`src/design/icf_pkg.sv`:
```
// Contract
// RQ1 - Byte 525 bit0 reports volatile cache present
// RQ2 - With cache, honour flush and cache feature
// RQ3 - Without cache, flush completes successfully, no action
// RQ4 - Without cache, cache feature gets invalid field
// RQ5 - Bytes 527:526 hold zero-based normal atomic unit
// RQ6 - Writes within atomic unit commit atomically
// RQ7 - All-ones normal unit means every command atomic
// RQ8 - Recommend normal unit of at least 128KB
// RQ9 - Bytes 529:528 hold zero-based power-fail unit
// RQ10 - Byte 530 bit0 flags standard vendor command layout
// RQ11 - Power state zero descriptor at 2079:2048
// RQ12 - Optional power state one descriptor at 2111:2080
// RQ13 - Reserved identify bits and bytes read zero
package icf_pkg;
  // Identify structure byte offsets
  localparam logic [12:0] OFS_CACHE = 13'h020D;
  localparam logic [12:0] OFS_AWN_LO = 13'h020E;
  localparam logic [12:0] OFS_AWN_HI = 13'h020F;
  localparam logic [12:0] OFS_AWP_LO = 13'h0210;
  localparam logic [12:0] OFS_AWP_HI = 13'h0211;
  localparam logic [12:0] OFS_VENDOR = 13'h0212;
  localparam logic [12:0] OFS_POWER_STATE_ZERO_DESCRIPTOR = 13'h0800;
  localparam logic [12:0] OFS_POWER_STATE_ONE_DESCRIPTOR = 13'h0820;
  localparam logic [12:0] PSD_BYTES = 13'h0020;
  // Block's own registers, above the identify image
  localparam logic [12:0] OFS_CTRL = 13'h1000;
  localparam logic [12:0] OFS_STATUS = 13'h1004;
  localparam int CTRL_CACHE_EN = 0;
  localparam int STAT_BUSY = 0;
  localparam int STAT_LAST_LO = 8;
  // Command encodings
  localparam logic [7:0] OPC_FLUSH = 8'h00;
  localparam logic [7:0] OPC_WRITE = 8'h01;
  localparam logic [7:0] OPC_SET_FEATURES = 8'h09;
  localparam logic [7:0] FID_CACHE = 8'h06;
  localparam logic [7:0] ST_SUCCESS = 8'h00;
  localparam logic [7:0] ST_INVALID_OPCODE = 8'h01;
  localparam logic [7:0] ST_INVALID_FIELD = 8'h02;
  localparam logic [15:0] ATOMIC_ALL = 16'hFFFF;
  // Recommended normal unit: 128KB over 512-byte blocks, zero-based
  localparam logic [15:0] AWN_DEFAULT = 16'h00FF;
  localparam logic [15:0] AWP_DEFAULT = 16'h0000;
  typedef enum logic [0:0] {ICF_IDLE, ICF_FLUSH_WAIT} icf_state_t;
endpackage

```
`src/design/icf_identify_ctrl.sv`:
```
// Added by the designer: the placing of the registers and strobed register access.
`timescale 1ns/1ps
module icf_identify_ctrl #(
  parameter bit CACHE_PRESENT = 1'b1,
  // Default follows the recommended 128KB unit for small blocks
  parameter logic [15:0] ATOMIC_NORMAL = icf_pkg::AWN_DEFAULT, // RQ8
  parameter logic [15:0] ATOMIC_POWER_FAIL = icf_pkg::AWP_DEFAULT,
  parameter bit VENDOR_STD_FORMAT = 1'b1,
  parameter logic [255:0] POWER_STATE_ZERO_DESCRIPTOR_VALUE = 256'h0,
  parameter bit POWER_STATE_ONE_DESCRIPTOR_PRESENT = 1'b0,
  parameter logic [255:0] POWER_STATE_ONE_DESCRIPTOR_VALUE = 256'h0
) (
  input wire logic clock,
  input wire logic nrst,
  input wire logic [12:0] addr,
  input wire logic [31:0] wdata,
  input wire logic wr,
  input wire logic rd,
  output logic [31:0] rdata,
  input wire logic cmd_valid,
  input wire logic [7:0] cmd_opcode,
  input wire logic [7:0] cmd_fid,
  input wire logic [31:0] cmd_value,
  input wire logic [15:0] cmd_nlb,
  output logic cmd_busy,
  output logic cpl_valid,
  output logic [7:0] cpl_status,
  output logic cpl_atomic,
  output logic cpl_atomic_pf,
  output logic flush_req,
  input wire logic flush_done,
  output logic cache_enable
);

  // Bus words are four bytes wide
  localparam int ICF_WORD_SHIFT = 2;
  localparam int ICF_LANE_BITS = 8;
  localparam int ICF_WORD_BITS = 32;

  // Word index of a byte offset in the identify image
  function automatic logic [10:0] icf_word(input logic [12:0] byte_ofs);
    logic [12:0] shifted;
    shifted = byte_ofs >> ICF_WORD_SHIFT;
    icf_word = shifted[10:0];
  endfunction

  // Bit position of a byte inside its bus word, little endian
  function automatic int icf_lane(input logic [12:0] byte_ofs);
    icf_lane = int'(byte_ofs[ICF_WORD_SHIFT-1:0]) * ICF_LANE_BITS;
  endfunction

  // Zero-based length against a zero-based unit; all ones covers every command
  function automatic logic icf_fits(input logic [15:0] nlb, input logic [15:0] unit);
    icf_fits = (unit == icf_pkg::ATOMIC_ALL) || (nlb <= unit); // RQ7
  endfunction

  // One word of a power state descriptor
  function automatic logic [31:0] icf_psd_word(input logic [255:0] value,
                                                input logic [2:0] idx);
    icf_psd_word = value[idx * ICF_WORD_BITS +: ICF_WORD_BITS];
  endfunction

  // Read path signals
  logic [10:0] rd_word;
  logic [31:0] next_rdata;
  logic [2:0] psd_idx;
  logic in_power_state_zero_descriptor;
  logic in_power_state_one_descriptor;

  // Command path signals
  icf_pkg::icf_state_t state;
  logic accept;
  logic [7:0] dec_status;
  logic dec_wait;
  logic dec_set_cache;

  assign rd_word = icf_word(addr);

  // Descriptor windows; each descriptor is eight bus words
  assign in_power_state_zero_descriptor = (rd_word >= icf_word(icf_pkg::OFS_POWER_STATE_ZERO_DESCRIPTOR)) &&
                   (rd_word < icf_word(icf_pkg::OFS_POWER_STATE_ZERO_DESCRIPTOR + icf_pkg::PSD_BYTES));
  assign in_power_state_one_descriptor = (rd_word >= icf_word(icf_pkg::OFS_POWER_STATE_ONE_DESCRIPTOR)) &&
                   (rd_word < icf_word(icf_pkg::OFS_POWER_STATE_ONE_DESCRIPTOR + icf_pkg::PSD_BYTES));
  assign psd_idx = rd_word[2:0]; // Descriptors start on a 32-byte boundary

  // Read mux; everything not named below reads as zero
  always_comb begin
    next_rdata = '0; // RQ13
    if (rd_word == icf_word(icf_pkg::OFS_CACHE)) begin
      // Byte below the cache byte belongs to an earlier field and reads zero here
      next_rdata[icf_lane(icf_pkg::OFS_CACHE) +: ICF_LANE_BITS] = {7'h00, CACHE_PRESENT}; // RQ1
      next_rdata[icf_lane(icf_pkg::OFS_AWN_LO) +: ICF_LANE_BITS] = ATOMIC_NORMAL[7:0]; // RQ5
      next_rdata[icf_lane(icf_pkg::OFS_AWN_HI) +: ICF_LANE_BITS] = ATOMIC_NORMAL[15:8]; // RQ5
    end else if (rd_word == icf_word(icf_pkg::OFS_AWP_LO)) begin
      next_rdata[icf_lane(icf_pkg::OFS_AWP_LO) +: ICF_LANE_BITS] = ATOMIC_POWER_FAIL[7:0]; // RQ9
      next_rdata[icf_lane(icf_pkg::OFS_AWP_HI) +: ICF_LANE_BITS] = ATOMIC_POWER_FAIL[15:8]; // RQ9
      next_rdata[icf_lane(icf_pkg::OFS_VENDOR) +: ICF_LANE_BITS] =
        {7'h00, VENDOR_STD_FORMAT}; // RQ10
    end else if (in_power_state_zero_descriptor) begin
      next_rdata = icf_psd_word(POWER_STATE_ZERO_DESCRIPTOR_VALUE, psd_idx); // RQ11
    end else if (in_power_state_one_descriptor) begin
      // Absent descriptor reads zero, like any reserved range
      next_rdata = POWER_STATE_ONE_DESCRIPTOR_PRESENT ? icf_psd_word(POWER_STATE_ONE_DESCRIPTOR_VALUE, psd_idx) : 32'h00000000; // RQ12
    end else if (addr == icf_pkg::OFS_CTRL) begin
      next_rdata[icf_pkg::CTRL_CACHE_EN] = cache_enable;
    end else if (addr == icf_pkg::OFS_STATUS) begin
      next_rdata[icf_pkg::STAT_BUSY] = cmd_busy;
      next_rdata[icf_pkg::STAT_LAST_LO +: ICF_LANE_BITS] = cpl_status;
    end
  end

  // Read data stands only in the cycle after the strobe
  always_ff @(posedge clock) begin
    if (!nrst) begin
      rdata <= '0;
    end else if (rd) begin
      rdata <= next_rdata;
    end else begin
      rdata <= '0;
    end
  end

  // Commands offered while a flush drains are ignored; the host waits on busy
  assign accept = cmd_valid && (state == icf_pkg::ICF_IDLE);

  // Command decode: which status, and whether the cache must drain first
  always_comb begin
    dec_status = icf_pkg::ST_SUCCESS;
    dec_wait = 1'b0;
    dec_set_cache = 1'b0;
    unique case (cmd_opcode)
      icf_pkg::OPC_FLUSH: begin
        // Without a cache a flush has nothing to do and just succeeds
        dec_wait = CACHE_PRESENT; // RQ2 RQ3
      end
      icf_pkg::OPC_WRITE: begin
        dec_status = icf_pkg::ST_SUCCESS; // RQ6
      end
      icf_pkg::OPC_SET_FEATURES: begin
        if (cmd_fid != icf_pkg::FID_CACHE) begin
          dec_status = icf_pkg::ST_INVALID_FIELD;
        end else if (!CACHE_PRESENT) begin
          dec_status = icf_pkg::ST_INVALID_FIELD; // RQ4
        end else begin
          dec_set_cache = 1'b1; // RQ2
        end
      end
      default: begin
        dec_status = icf_pkg::ST_INVALID_OPCODE;
      end
    endcase
  end

  // Command state: idle, or waiting for the cache to drain
  always_ff @(posedge clock) begin
    if (!nrst) begin
      state <= icf_pkg::ICF_IDLE;
    end else begin
      unique case (state)
        icf_pkg::ICF_IDLE: begin
          if (accept && dec_wait) begin
            state <= icf_pkg::ICF_FLUSH_WAIT; // RQ2
          end
        end
        icf_pkg::ICF_FLUSH_WAIT: begin
          if (flush_done) begin
            state <= icf_pkg::ICF_IDLE;
          end
        end
      endcase
    end
  end

  // Drain request to the cache, held until the cache answers
  always_ff @(posedge clock) begin
    if (!nrst) begin
      flush_req <= 1'b0;
    end else if (accept && dec_wait) begin
      flush_req <= 1'b1; // RQ2
    end else if (flush_done) begin
      flush_req <= 1'b0;
    end
  end

  // Busy covers the whole drain so software can see it in status
  always_ff @(posedge clock) begin
    if (!nrst) begin
      cmd_busy <= 1'b0;
    end else if (accept && dec_wait) begin
      cmd_busy <= 1'b1;
    end else if (flush_done) begin
      cmd_busy <= 1'b0;
    end
  end

  // Cache enable; a command wins over a register write in the same cycle
  always_ff @(posedge clock) begin
    if (!nrst) begin
      cache_enable <= 1'b0;
    end else if (!CACHE_PRESENT) begin
      cache_enable <= 1'b0; // RQ4
    end else if (accept && dec_set_cache) begin
      cache_enable <= cmd_value[0]; // RQ2
    end else if (wr && (addr == icf_pkg::OFS_CTRL)) begin
      cache_enable <= wdata[icf_pkg::CTRL_CACHE_EN];
    end
  end

  // Completion: a one-cycle pulse; status and atomic flags hold until the next one
  always_ff @(posedge clock) begin
    if (!nrst) begin
      cpl_valid <= 1'b0;
      cpl_status <= icf_pkg::ST_SUCCESS;
      cpl_atomic <= 1'b0;
      cpl_atomic_pf <= 1'b0;
    end else begin
      cpl_valid <= 1'b0;
      if (accept && !dec_wait) begin
        cpl_valid <= 1'b1; // RQ3
        cpl_status <= dec_status; // RQ4
        // Media path commits a write flagged here as one unit
        cpl_atomic <= (cmd_opcode == icf_pkg::OPC_WRITE) &&
                      icf_fits(cmd_nlb, ATOMIC_NORMAL); // RQ6 RQ7
        cpl_atomic_pf <= (cmd_opcode == icf_pkg::OPC_WRITE) &&
                         icf_fits(cmd_nlb, ATOMIC_POWER_FAIL); // RQ9
      end else if ((state == icf_pkg::ICF_FLUSH_WAIT) && flush_done) begin
        cpl_valid <= 1'b1; // RQ2
        cpl_status <= icf_pkg::ST_SUCCESS;
        cpl_atomic <= 1'b0;
        cpl_atomic_pf <= 1'b0;
      end
    end
  end

  // A flush either drains the cache or completes at once with success
  property p_flush_path;
    @(posedge clock) disable iff (!nrst)
      (accept && (cmd_opcode == icf_pkg::OPC_FLUSH)) |=>
        (CACHE_PRESENT ? flush_req :
         (cpl_valid && (cpl_status == icf_pkg::ST_SUCCESS) && !flush_req));
  endproperty
  a_flush_path: assert property (p_flush_path) else $error("flush took the wrong path"); // RQ3

  // Cache feature answer depends only on whether a cache exists
  property p_cache_feature;
    @(posedge clock) disable iff (!nrst)
      (accept && (cmd_opcode == icf_pkg::OPC_SET_FEATURES) &&
       (cmd_fid == icf_pkg::FID_CACHE)) |=>
        (cpl_valid && (cpl_status == (CACHE_PRESENT ? icf_pkg::ST_SUCCESS :
                                                      icf_pkg::ST_INVALID_FIELD)));
  endproperty
  a_cache_feature: assert property (p_cache_feature) else $error("cache feature status"); // RQ4

  // Enable follows the value carried by an accepted cache feature command
  property p_cache_follow;
    @(posedge clock) disable iff (!nrst)
      (accept && dec_set_cache) |=> (cache_enable == $past(cmd_value[0]));
  endproperty
  a_cache_follow: assert property (p_cache_follow) else $error("cache enable not set"); // RQ2

  // The drain ends with a success completion and the request dropped
  property p_flush_end;
    @(posedge clock) disable iff (!nrst)
      ((state == icf_pkg::ICF_FLUSH_WAIT) && flush_done) |=>
        (cpl_valid && (cpl_status == icf_pkg::ST_SUCCESS) && !flush_req && !cmd_busy);
  endproperty
  a_flush_end: assert property (p_flush_end) else $error("flush did not complete"); // RQ2

  // A write within the normal unit is flagged atomic
  property p_write_atomic;
    @(posedge clock) disable iff (!nrst)
      (accept && (cmd_opcode == icf_pkg::OPC_WRITE) && (cmd_nlb <= ATOMIC_NORMAL)) |=>
        (cpl_valid && cpl_atomic);
  endproperty
  a_write_atomic: assert property (p_write_atomic) else $error("write not atomic"); // RQ6

  // Reserved words between the vendor byte and the descriptors read zero
  property p_reserved_zero;
    @(posedge clock) disable iff (!nrst)
      (rd && (rd_word > icf_word(icf_pkg::OFS_VENDOR)) &&
       (rd_word < icf_word(icf_pkg::OFS_POWER_STATE_ZERO_DESCRIPTOR))) |=> (rdata == 32'h00000000);
  endproperty
  a_reserved_zero: assert property (p_reserved_zero) else $error("reserved word not zero"); // RQ13

  // Cache presence bit reads back as built
  property p_cache_bit;
    @(posedge clock) disable iff (!nrst)
      (rd && (rd_word == icf_word(icf_pkg::OFS_CACHE))) |=>
        (rdata[icf_lane(icf_pkg::OFS_CACHE)] == CACHE_PRESENT);
  endproperty
  a_cache_bit: assert property (p_cache_bit) else $error("cache bit wrong"); // RQ1

  // Main scenarios reached
  c_flush_done: cover property (@(posedge clock) disable iff (!nrst)
    (state == icf_pkg::ICF_FLUSH_WAIT) && flush_done);
  c_set_cache: cover property (@(posedge clock) disable iff (!nrst)
    accept && dec_set_cache);
  c_write_big: cover property (@(posedge clock) disable iff (!nrst)
    accept && (cmd_opcode == icf_pkg::OPC_WRITE) && (cmd_nlb > ATOMIC_NORMAL));
  c_read_power_state_zero_descriptor: cover property (@(posedge clock) disable iff (!nrst) rd && in_power_state_zero_descriptor);

endmodule // icf_identify_ctrl

```
`config.mk`:
```
export PLATFORM = sky130hd
export DESIGN_NAME = icf_identify_ctrl
export DESIGN_NICKNAME = d
export VERILOG_FILES = /design/src/design/icf_pkg.sv /design/src/design/icf_identify_ctrl.sv
export SDC_FILE = /design/constraint.sdc
export NUM_CORES = 1
export LEC_CHECK = 0
export CORE_MARGIN = 10
export CORE_UTILIZATION = 44
export DETAILED_ROUTE_END_ITERATION = 7
export DONT_BUFFER_PORTS = 1
export PLACE_DENSITY = 0.63
export SYNTH_ARGS = -nofsm -noshare
export SYNTH_HDL_FRONTEND = slang
export SYNTH_SLANG_ARGS = --single-unit
```
`constraint.sdc`:
```
create_clock -name clock -period 2.51 [get_ports clock]
set_input_delay 0.1255 -clock clock [delete_from_list [all_inputs] [get_ports clock]]
set_output_delay 0.1255 -clock clock [all_outputs]
set_load 0.03 [all_outputs]
```
After elaboration in Yosys (flattened, before gate mapping)

Cells that the tools add are included.

Mux-type cells: 28
Bitwise operators: 4
Shift operators: 1
Equal/unequal tests: 7
Reduce and logical (&&, ||, !) cells: 19
Magnitude comparators: 6

Operators with widths:

| kind                                                                                  | number |
|---|---|
| 256-bit by 9-bit indexed part select with 32-bit output, first input constant         | 1 |
| 8-bit two-way mux                                                                     | 5 |
| 32-bit two-way mux                                                                    | 1 |
| 13-bit == test, second input constant                                                 | 2 |
| 24-bit two-way mux                                                                    | 1 |
| 11-bit by 8-bit == test with 1-bit output, second input constant                      | 2 |
| 11-bit by 10-bit greater-or-equal comparator with 1-bit output, second input constant | 2 |
| 11-bit by 10-bit less-than comparator with 1-bit output, second input constant        | 2 |
| 1-bit two-way mux                                                                     | 17 |
| 16-bit by 1-bit <= comparator with 1-bit output, second input constant                | 1 |
| 16-bit by 8-bit <= comparator with 1-bit output, second input constant                | 1 |
| 16-bit two-way mux                                                                    | 1 |
| 1-bit logical AND                                                                     | 10 |
| 8-bit by 1-bit == test with 1-bit output, second input constant                       | 1 |
| 8-bit by 4-bit == test with 1-bit output, second input constant                       | 1 |
| 8-bit zero test                                                                       | 1 |
| 8-bit by 3-bit inequality test with 1-bit output, second input constant               | 1 |
| 2-bit nonzero test                                                                    | 3 |
| 5-bit OR reduction                                                                    | 1 |
| 1-bit inverter                                                                        | 4 |
| 2-bit one-hot mux with 2 select lines                                                 | 1 |
| 4-bit OR reduction                                                                    | 1 |
| 2-bit two-way mux                                                                     | 1 |
| 1-bit one-hot mux with 2 select lines                                                 | 1 |
| other kinds (3)                                                                       | 3 |

Logic and storage cells: 75
Register bits after elaboration: 46
Output and inout bits: 46

Logic depth before layout (Yosys ltp)

Gate-level depths: netlist of run 1.

Depth after elaboration: 7
Depth in mapped cells: 5
Gate-level depth less buffers: 4

Worst setup path before layout of run 1

OpenSTA, ideal clock, no wires.

Path kind: input -> register
Start point: in cmd_opcode[1]
End point: reg cache_enable
Data arrival time: 1.370 ns
Required time: 2.440 ns
Setup slack: 1.071 ns
Path buffers: 0
Stages on the path: 4
Cell sequence: or4_4 or2_4 or3_1 a21oi_1

Cells in the longest elaborated chain, start to end: 4

Ends and longest elaborated chain:

| item                                                    | line                     | source |
|---|---|---|
| start, declared                                         | icf_identify_ctrl.sv:21  | `input wire logic [7:0] cmd_opcode,` |
| 8-bit by 4-bit == test with 1-bit output (*)            | icf_identify_ctrl.sv:131 | `unique case (cmd_opcode)` |
| 1-bit two-way mux (*)                                   | icf_identify_ctrl.sv:131 |  |
| 1-bit logical AND (*)                                   | icf_identify_ctrl.sv:202 | `end else if (accept && dec_set_cache) begin` |
| 1-bit two-way mux or 2-bit nonzero test (tied branches) | --                       |  |
| end signal, assigned                                    | icf_identify_ctrl.sv:203 | `cache_enable <= cmd_value[0];` |
| end signal, assigned                                    | icf_identify_ctrl.sv:205 | `cache_enable <= wdata[icf_pkg::CTRL_CACHE_EN];` |
| end, declared                                           | icf_identify_ctrl.sv:32  | `output logic cache_enable` |

Mark *: on every way between the ends. The rest lies on a longest branch, timed or not.
A chain may end at the register's enable or synchronous reset.

Worst setup path after layout of run 1

Start point: reg state
End point: reg cpl_atomic_pf

Cells in the longest elaborated chain, start to end: 4

Ends and longest elaborated chain:

| item                                                    | line                     | source |
|---|---|---|
| start, declared                                         | icf_identify_ctrl.sv:71  | `icf_pkg::icf_state_t state;` |
| start signal, assigned                                  | icf_identify_ctrl.sv:157 | `state <= icf_pkg::ICF_IDLE;` |
| start signal, assigned                                  | icf_identify_ctrl.sv:162 | `state <= icf_pkg::ICF_FLUSH_WAIT;` |
| start signal, assigned                                  | icf_identify_ctrl.sv:167 | `state <= icf_pkg::ICF_IDLE;` |
| 1-bit inverter                                          | --                       |  |
| 1-bit logical AND                                       | icf_identify_ctrl.sv:124 | `assign accept = cmd_valid && (state == icf_pkg::ICF_IDLE);` |
| 1-bit logical AND                                       | icf_identify_ctrl.sv:218 | `if (accept && !dec_wait) begin` |
| 1-bit two-way mux or 2-bit nonzero test (tied branches) | --                       |  |
| end signal, assigned                                    | icf_identify_ctrl.sv:224 | `cpl_atomic_pf <= (cmd_opcode == icf_pkg::OPC_WRITE) &&` |
| end, declared                                           | icf_identify_ctrl.sv:29  | `output logic cpl_atomic_pf,` |

Several ways; a longest one is shown, not always the timed one.

==> key figures, run 1 <==
Hold path
  • Hold EP: state
  • Worst min-delay path startpoint: nrst
  • WHS Path Cells: 1
  • HP Class: in -> reg

Clock tree
  • Worst-path clk slew: about 0.07 ns
  • CTS tree: done
  • CTS Root Cell: clkbuf_4
  • Clk sinks: 13
  • H-tree lvl count: 1
  • Max Root-Sink Buffers: 2
  • Post-CTS setup buffers: 0
  • Worst skew pair latency: 0.26 ns
  • CTS Buf Count: 3

STA
  • Slew headroom: between 30% and 40%
  • Final hold violations: 0
  • Crit share post-route: a little under three fifths
  • Hold slack: approximately 0.010 ns
  • Fmax: around 0.7 GHz
  • TNS Setup: 0 ns
  • Skew final: 0.0003161 ns
  • Final setup fails: 0
  • Max-slew violation count: 0
  • Min Tclk post-route: 1.436 ns
  • RSZ-0062 raised after global routing: false
  • Worst Max-Slew Pin Slew: between 1 and 1.5 ns

Placed design
  • IO buf count: 0
  • GP Congestion: 0.8057
  • Placed instance area: 798.3 um2
  • DPL Wire Length: about 2.2 mm
  • Placed Cells: 128

Setup path
  • Reg2reg path depth: 4
  • Setup crit start kind: flop
  • R2R Setup Slk: ~1.1 ns
  • Crit. End Element: flop
  • RR Startpoint: state
  • Crit Reg-Reg Endpoint: cpl_atomic_pf
  • Critical Path AT: ~1.7 ns
  • Setup CP Type: reg -> reg
  • CP max FO: 4
  • Worst EP required: 2.72 ns

GRT
  • Antenna violations before repair: 0
  • Vias in the first global route: just under 800
  • Largest net degree at the start of global routing: 8
  • First-pass GRT wire length: 3.719 mm
  • Total Routing Usage GR: between 10% and 20%
  • GRT overflow: 0

Outcome
  • Status: complete, no violations

Pwr
  • Pwr per Cell Area: approximately 490 mW/mm2
  • Pleak: around 0.33 nW
  • Peak supply drop: about 0.00026 V

Final layout
  • Commonest non-fill, non-tap cell in the layout: conb_1
  • Final non-filler cell total: 135
  • Share of cells above drive strength 1: about 8.3%
  • Area grow syn2layout: -7.578%
  • Fin util: 43.12%
  • Post-route cell area: around 850 um2
  • Inserted Diodes: 0
  • Most frequent cells in the layout: conb_1, dfxtp_1, nor3_1, nor2_1, nand2_1
  • Nets@finish: between 200 and 250

Detailed routing
  • Routed wire length: roughly 2.5 mm
  • Routed Antenna Nets: 0
  • Avg Vias per Cell: slightly above 5
  • Initial DRC Count: 18
  • # DRC: 0
  • Routed vias: just under 700
  • Initial DRT Pass Iterations: 4
  • Avg WL per Cell: about 18 um

Run
  • Max Cap Violations: 0

Logic synthesis
  • Synth area leaders: dfxtp_1, buf_4, nor4b_1
  • Synth top area share: between 20 and 30%
  • EDFF count, synth: 0
  • Post-synth top area cell: dfxtp_1
  • #FFs+latches synth: 13
  • Asr flop ratio synth: 0%
  • Ys Warns: 0
  • Sequential cell area fraction in the yosys report: between 20 and 30%
  • Top FF cell, synth: dfxtp_1
  • Syn Area/Cell: between 8 and 9 um2
  • Synthesized area: ~900 um2
  • Synth unique cells: 34
  • Cells after Synth: 110

Floorplan
  • Die Y: between 60 and 70 um
  • Row count: 16
  • Top-level port count: 161
  • Die area: between 0.004 and 0.005 mm2
  • Initial Util: between 40% and 50%
  • Die W: about 66 um
  • Core box area: 0.001982 mm2
## routing by layer
metal	GRT usage, %	share of wire, %	up-vias
met3	5.932	15	2
met1	9.932	33	301
li1	-	-	333
met2	18.36	51	52
met4	6.417	1.4	0
met5	0	0	-
## metrics by stage
stage	power [mW]	setup slack, ns
6_report	0.4186	1.074
2_1_floorplan	0.3238	1.071
4_1_cts	0.4262	1.050
5_1_grt	0.4400	1.008
3_5_place_dp	0.2931	0.9980
3_3_place_gp	0.2926	1.031
## worst max-delay path by stage
stage	from	to	slack [ns]
floorplan	cmd_opcode[1]	cache_enable	1.07
global route	state	cpl_atomic_pf	1.01
CTS	state	cpl_atomic_pf	1.05
detailed placement	cmd_opcode[1]	cpl_atomic_pf	1.0
global placement	cmd_opcode[1]	cpl_atomic_pf	1.03
finish	state	cpl_atomic_pf	1.07
## synth_stat cells, types with 2 or more instances
cell,instances
nor2_1,6
o41ai_1,2
a21oi_1,3
mux2i_1,2
nor4b_1,4
nand3_1,3
nand2b_1,2
nand4_1,2
dfxtp_1,13
nand2_1,5
or4_1,4
nor3_1,6
a21boi_0,3
buf_4,34
or3_1,2
## cell families (layout without fill, tap and decap cells)
| logic type | count (synthesis) | after routing | share of synthesized area [%] |
|---|---|---|---|
| other | 1 | 27 | 0.4056 |
| multiplexers | 2 | 2 | 2.165 |
| AO/OA/AOI/OAI | 13 | 13 | 10.69 |
| flip-flops | 13 | 13 | 28.15 |
| AND/OR/NAND/NOR | 45 | 45 | 30.18 |
| buffers and inverters | 36 | 8 | 28.42 |
## flip-flops by register name, summed over array words and instances, names as in the netlist
register	flops
state	1
cpl_atomic_pf	1
cpl_atomic	1
rdata	5
cache_enable	1
cmd_busy	1
cpl_status	2
cpl_valid	1
## area by class of cell
class	count	area, um2
clock buffer	4	26.28
fill	200	1127
inverter	1	3.754
tap	27	33.78
multi-input combinational	87	499.2
sequential	13	261.5
timing repair buffer	3	30.03
## what timing repair did
| action | CTS | global route |
|---|---|---|
| gates resized for setup | 0 | 0 |
| hold endpoints to repair | 6 | 0 |
| hold buffers | 3 | 0 |
## critical path, stage by stage (launching register included)
cell and delay, ns:
dfxtp_1 0.34, nand3b_1 0.18, or4_1 0.42, nor4_2 0.28, a22o_1 0.16
## where the power goes
part	total (mW)	leakage (nW)	internal, mW	switching [mW]
clock network	0.124	0.0150	0.0614	0.0623
registers	0.215	0.106	0.208	0.00646
logic	0.0802	0.207	0.0150	0.0653
(Power assumes the default switching activity.)
==> inputs of run 2 (changes only) <==
PLACE_DENSITY = 0.65   (was 0.63)
clock period = 1.18 ns   (was 2.51 ns; I/O delays follow)
==> key figures, run 2 (synthesis results as in run 1) <==
Placed design
  • DPL Wire Length: 2.283 mm (was 2.205 mm)
  • GP Congestion: 0.7701 (was 0.8057)
  • Dpl ws: -0.2419 ns (was 0.9980 ns)
  • IO buf count: 0 (unchanged)
  • Placed instance area: 887.1 um2 (was 798.3 um2)

STA
  • RSZ-0062 raised after global routing: true (was false)
  • Final setup margin: -0.2249 ns (was 1.074 ns)
  • Final hold violations: 1 (was 0)
  • Fmax: 0.7118 GHz (was 0.6965 GHz)
  • Max-slew violation count: 0 (unchanged)
  • Crit share post-route: 119.1% (was 57.20%)
  • Min Tclk post-route: 1.405 ns (was 1.436 ns)
  • Hold slack: -0.03415 ns (was 0.01045 ns)
  • Final setup fails: 6 (was 0)
  • Skew final: 0.004788 ns (was 0.0003161 ns)

Final layout
  • Most frequent cells in the layout: conb_1, dfxtp_1, buf_4, dlygate4sd3_1, nor3_1 (was conb_1, dfxtp_1, nor3_1, nor2_1, nand2_1)
  • Area grow syn2layout: 19.35% (was -7.578%)
  • Nets@finish: 244 (was 224)
  • Share of cells above drive strength 1: 25.00% (was 8.333%)
  • Post-route cell area: 0.001104 mm2 (was 854.6 um2)
  • Max reg flops: 5 (unchanged)
  • Commonest non-fill, non-tap cell in the layout: conb_1 (unchanged)
  • Inserted Diodes: 0 (unchanged)
  • Most flop-heavy register: rdata (unchanged)
  • Largest regs: rdata (5), cpl_status (2) (unchanged)

Outcome
  • Status: complete, but fails checks (was complete, no violations)
  • Failing checks: negative hold slack, negative setup slack

GRT
  • Antenna violations before repair: 0 (unchanged)
  • GRT overflow: 0 (unchanged)
  • Largest net degree at the start of global routing: 10 (was 8)
  • First-pass GRT wire length: 4.174 mm (was 3.719 mm)
  • Total Routing Usage GR: 11.81% (was 10.79%)
  • Vias in the first global route: 869 (was 790)

Setup path
  • CP max FO: 2 (was 4)
  • Critical Path AT: 1.63 ns (was 1.65 ns)
  • Crit. End Element: flop (unchanged)
  • Worst EP required: 1.40 ns (was 2.72 ns)
  • Setup CP Type: reg -> reg (unchanged)
  • Setup crit start kind: flop (unchanged)

Detailed routing
  • # DRC: 0 (unchanged)
  • Routed vias: 789 (was 688)
  • Avg WL per Cell: 18.51 um (was 18.25 um)
  • Routed wire length: 2.869 mm (was 2.464 mm)
  • Initial DRC Count: 81 (was 18)
  • Initial DRT Pass Iterations: 4 (unchanged)
  • Avg Vias per Cell: 5.090 (was 5.096)
  • Routed Antenna Nets: 0 (unchanged)

Run
  • Max Cap Violations: 0 (unchanged)

Hold path
  • HP Class: in -> reg (unchanged)

Clock tree
  • Max Root-Sink Buffers: 2 (unchanged)
  • CTS tree: done (unchanged)
  • CTS Buf Count: 3 (unchanged)
  • H-tree lvl count: 1 (unchanged)
  • Worst skew pair latency: 0.27 ns (was 0.26 ns)
  • CTS Root Cell: clkbuf_4 (unchanged)
  • Worst-path clk slew: 0.08 ns (was 0.07 ns)
  • Clk sinks: 13 (unchanged)

Floorplan
  • Initial Util: 46.65% (unchanged)
  • Row count: 16 (unchanged)
  • Top-level port count: 161 (unchanged)
  • Die Y: 65.84 um (unchanged)
  • Die area: 0.004335 mm2 (unchanged)
  • Core box area: 0.001982 mm2 (unchanged)
  • Die W: 65.84 um (unchanged)

Pwr
  • Pleak: 0.4570 nW (was 0.3282 nW)
  • Peak supply drop: 0.0006586 V (was 0.0002573 V)
  • Pwr Total: 0.9493 mW (was 0.4186 mW)
  • Pwr per Cell Area: 860.2 mW/mm2 (was 489.8 mW/mm2)
-- run 2: report_power, final --
group / switching, mW / internal, mW / total (mW)
sequential: 0.00773 / 0.443 / 0.451
clock: 0.139 / 0.131 / 0.270
combinational: 0.163 / 0.0658 / 0.229
total: 0.310 / 0.639 / 0.949
-- run 2: critical path: stages, from the launching register on --
cell and delay (ns):
dfxtp_2 0.32, nand3b_1 0.17, or4_4 0.45, nor4_4 0.26, a22o_1 0.16
-- run 2: final cells by class --
cell class / instances / area (um2)
sequential: 13 / 262.8
clock buffer: 4 / 26.28
tap: 27 / 33.78
inverter: 1 / 3.754
timing repair buffer: 23 / 214.0
fill: 182 / 878.3
multi-input combinational: 87 / 563.0
-- run 2: per-layer routing --
metal  global-route usage [%]  vias up  wire [um]
li1                         -      368          -
met1                    10.19      360        927
met2                    20.77       61       1433
met3                    10.17        0        508
met4                    1.604        0          0
met5                        0        -          0
-- run 2: final timing paths --
path / from / to / slack (ns) / cells after the start
max: state / cpl_atomic_pf / -0.22 / 4
max reg2reg: state / cpl_atomic_pf / -0.22 / 4
min: cmd_opcode[3] / cpl_status[0] / -0.03 / 2
min reg2reg: cpl_atomic / cpl_atomic / 0.48 / 1
-- run 2: metrics by stage --
step	hold WS (ns)	setup TNS, ns	utilization (%)	instances
global route	-0.01679	-1.221	55.68	155
finish	-0.03415	-0.8559	55.68	155
CTS	-0.09658	-0.4106	50.38	147
floorplan	0.1483	-0.6256	-	136
global placement	0.1527	-0.8583	44.76	138
detailed placement	0.1586	-1.092	44.76	138
-- run 2: repair_timing --
action                     CTS  global route
gates resized for setup      7             9
setup buffers                1             2
pin swaps                    2             1
hold endpoints to repair    10            10
setup endpoints to repair    5             4
hold buffers                 4             6
==> inputs of run 3 (changes only) <==
==> constraint.sdc (replaced) <==
create_clock -name clock -period 1.18 [get_ports clock]
set_input_delay 0.059 -clock clock [delete_from_list [all_inputs] [get_ports clock]]
set_output_delay 0.059 -clock clock [all_outputs]
set_load 0.02 [all_outputs]
==> key figures, run 3 (synthesis results as in run 1) <==
Final layout
  • Most frequent cells in the layout: conb_1, dfxtp_1, dlygate4sd3_1, buf_4 (was conb_1, dfxtp_1, buf_4, dlygate4sd3_1, nor3_1)
  • Commonest non-fill, non-tap cell in the layout: conb_1 (unchanged)
  • Nets@finish: 240 (was 244)
  • Inserted Diodes: 0 (unchanged)
  • Area grow syn2layout: 14.48% (was 19.35%)
  • Most flop-heavy register: rdata (unchanged)
  • Max reg flops: 5 (unchanged)
  • Fillers: 202 (was 182)
  • Largest regs: rdata (5), cpl_status (2) (unchanged)
  • Share of cells above drive strength 1: 20.16% (was 25.00%)

GRT
  • Total Routing Usage GR: 12.77% (was 11.81%)
  • GRT Max-Usage Layer: met2 (unchanged)
  • Vias in the first global route: 904 (was 869)
  • Met2 Track Usage GR: 21.38% (was 20.77%)
  • Met1 Track Usage GR: 11.62% (was 10.19%)
  • Routing usage on met3: 9.492% (was 10.17%)
  • First-pass GRT wire length: 4.395 mm (was 4.174 mm)
  • Antenna violations before repair: 0 (unchanged)
  • GRT overflow: 0 (unchanged)
  • Largest net degree at the start of global routing: 8 (was 10)

STA
  • Skew final: 0.01197 ns (was 0.004788 ns)
  • Final setup fails: 4 (was 6)
  • Max-slew violation count: 0 (unchanged)
  • RSZ-0062 raised after global routing: true (unchanged)
  • Final setup margin: -0.2101 ns (was -0.2249 ns)
  • Fmax: 0.7194 GHz (was 0.7118 GHz)
  • Hold slack: -0.03659 ns (was -0.03415 ns)
  • Final hold violations: 2 (was 1)
  • Min Tclk post-route: 1.390 ns (was 1.405 ns)
  • Crit share post-route: 117.8% (was 119.1%)

Floorplan
  • Core box area: 0.001982 mm2 (unchanged)
  • Row count: 16 (unchanged)
  • Die area: 0.004335 mm2 (unchanged)
  • Initial Util: 46.65% (unchanged)
  • Die Y: 65.84 um (unchanged)
  • Top-level port count: 161 (unchanged)
  • Die W: 65.84 um (unchanged)

Detailed routing
  • Routed wire length: 2.782 mm (was 2.869 mm)
  • Routed Antenna Nets: 0 (unchanged)
  • Initial DRT Pass Iterations: 6 (was 4)
  • Avg Vias per Cell: 5.166 (was 5.090)
  • Routed vias: 780 (was 789)
  • Avg WL per Cell: 18.42 um (was 18.51 um)
  • Initial DRC Count: 27 (was 81)
  • # DRC: 0 (unchanged)

Outcome
  • Status: complete, but fails checks (unchanged)
  • Failing checks: negative hold slack, negative setup slack (unchanged)

Clock tree
  • Max Root-Sink Buffers: 2 (unchanged)
  • Clk sinks: 13 (unchanged)
  • CTS Buf Count: 3 (unchanged)
  • CTS Root Cell: clkbuf_4 (unchanged)
  • Worst-path clk slew: 0.09 ns (was 0.08 ns)
  • CTS tree: done (unchanged)
  • Hold-fix buffer count after cts: 10 (was 4)
  • Worst skew pair latency: 0.29 ns (was 0.27 ns)
  • H-tree lvl count: 1 (unchanged)

Pwr
  • Pwr Total: 0.9222 mW (was 0.9493 mW)
  • Pleak: 0.4365 nW (was 0.4570 nW)
  • Pwr per Cell Area: 871.2 mW/mm2 (was 860.2 mW/mm2)
  • Peak supply drop: 0.0005339 V (was 0.0006586 V)

Hold path
  • HP Class: in -> reg (unchanged)
  • WHS Path Cells: 2 (unchanged)

Setup path
  • Crit-path leading delay family: simple AND/OR/NAND/NOR gates (unchanged)
  • Slowest cell on crit path: or4_4 (unchanged)
  • Setup CP Type: reg -> reg (unchanged)
  • Crit. End Element: flop (unchanged)
  • Worst EP required: 1.42 ns (was 1.40 ns)
  • Setup crit start kind: flop (unchanged)
  • CP max FO: 2 (unchanged)
  • Reg2reg path depth: 4 (unchanged)
  • WP buf/inv: 0 (unchanged)
  • Number of stages on the worst setup path: 4 (unchanged)
  • Critical Path AT: 1.63 ns (about the same)
  • Crit-path cells: nand3b_1 -> or4_4 -> nor4_4 -> a22o_1 (unchanged)
  • Crit path largest cell delay: 0.45 ns (about the same)

Placed design
  • GP Congestion: 0.7671 (was 0.7701)
  • IO buf count: 0 (unchanged)
  • DPL Wire Length: 2.265 mm (was 2.283 mm)

Run
  • Max Cap Violations: 0 (unchanged)
[run 3: per-stage QoR]
stage                     TNS (ns)  setup WS, ns  cell area, um2  std cells  utilization, %
after floorplan            -0.6247       -0.1930            1023        136               -
after global placement     -0.8875       -0.2136           863.3        135           43.56
after detailed placement    -1.019       -0.2274           863.3        135           43.56
after CTS                  -0.4213       -0.2042            1022        150           51.58
after global routing       -0.7259       -0.3033            1059        151           53.41
final                      -0.4355       -0.2101            1059        151           53.41
[run 3: final timing paths]
check                  end           from  slack (ns)
max          cpl_atomic_pf          state       -0.21
min          cpl_status[0]  cmd_opcode[3]       -0.04
max reg2reg  cpl_atomic_pf          state       -0.21
min reg2reg       cmd_busy       cmd_busy        0.52
[run 3: worst register-to-register path, stage by stage, from the launching register on]
cell and delay [ns]:
dfxtp_2 0.32, nand3b_1 0.18, or4_4 0.45, nor4_4 0.24, a22o_1 0.15
[run 3: cell type report]
cell class / count / area, um2 / area share [%]
multi-input combinational: 87 / 550.5 / 52.01
sequential: 13 / 261.5 / 24.70
inverter: 1 / 3.754 / 0.3546
clock buffer: 4 / 26.28 / 2.482
timing repair buffer: 19 / 182.7 / 17.26
tap: 27 / 33.78 / 3.191
[run 3: metal layers]
layer	up-vias	wire length [um]
li1	364	-
met1	350	900
met2	60	1346
met3	6	500
met4	0	34
met5	-	0
[run 3: power breakdown]
group | internal, mW | total (mW) | switching (mW)
Combinational | 0.0630 | 0.181 | 0.118
Clock | 0.131 | 0.289 | 0.157
Sequential | 0.443 | 0.453 | 0.00995
Total | 0.637 | 0.922 | 0.285
[run 3: what timing repair did]
item,in CTS,in global routing
endpoints found under the hold margin,11,2
resized for setup,5,6
setup buffers,1,1
pin swaps,1,3
endpoints found under the setup margin,5,7
gates cloned,0,0
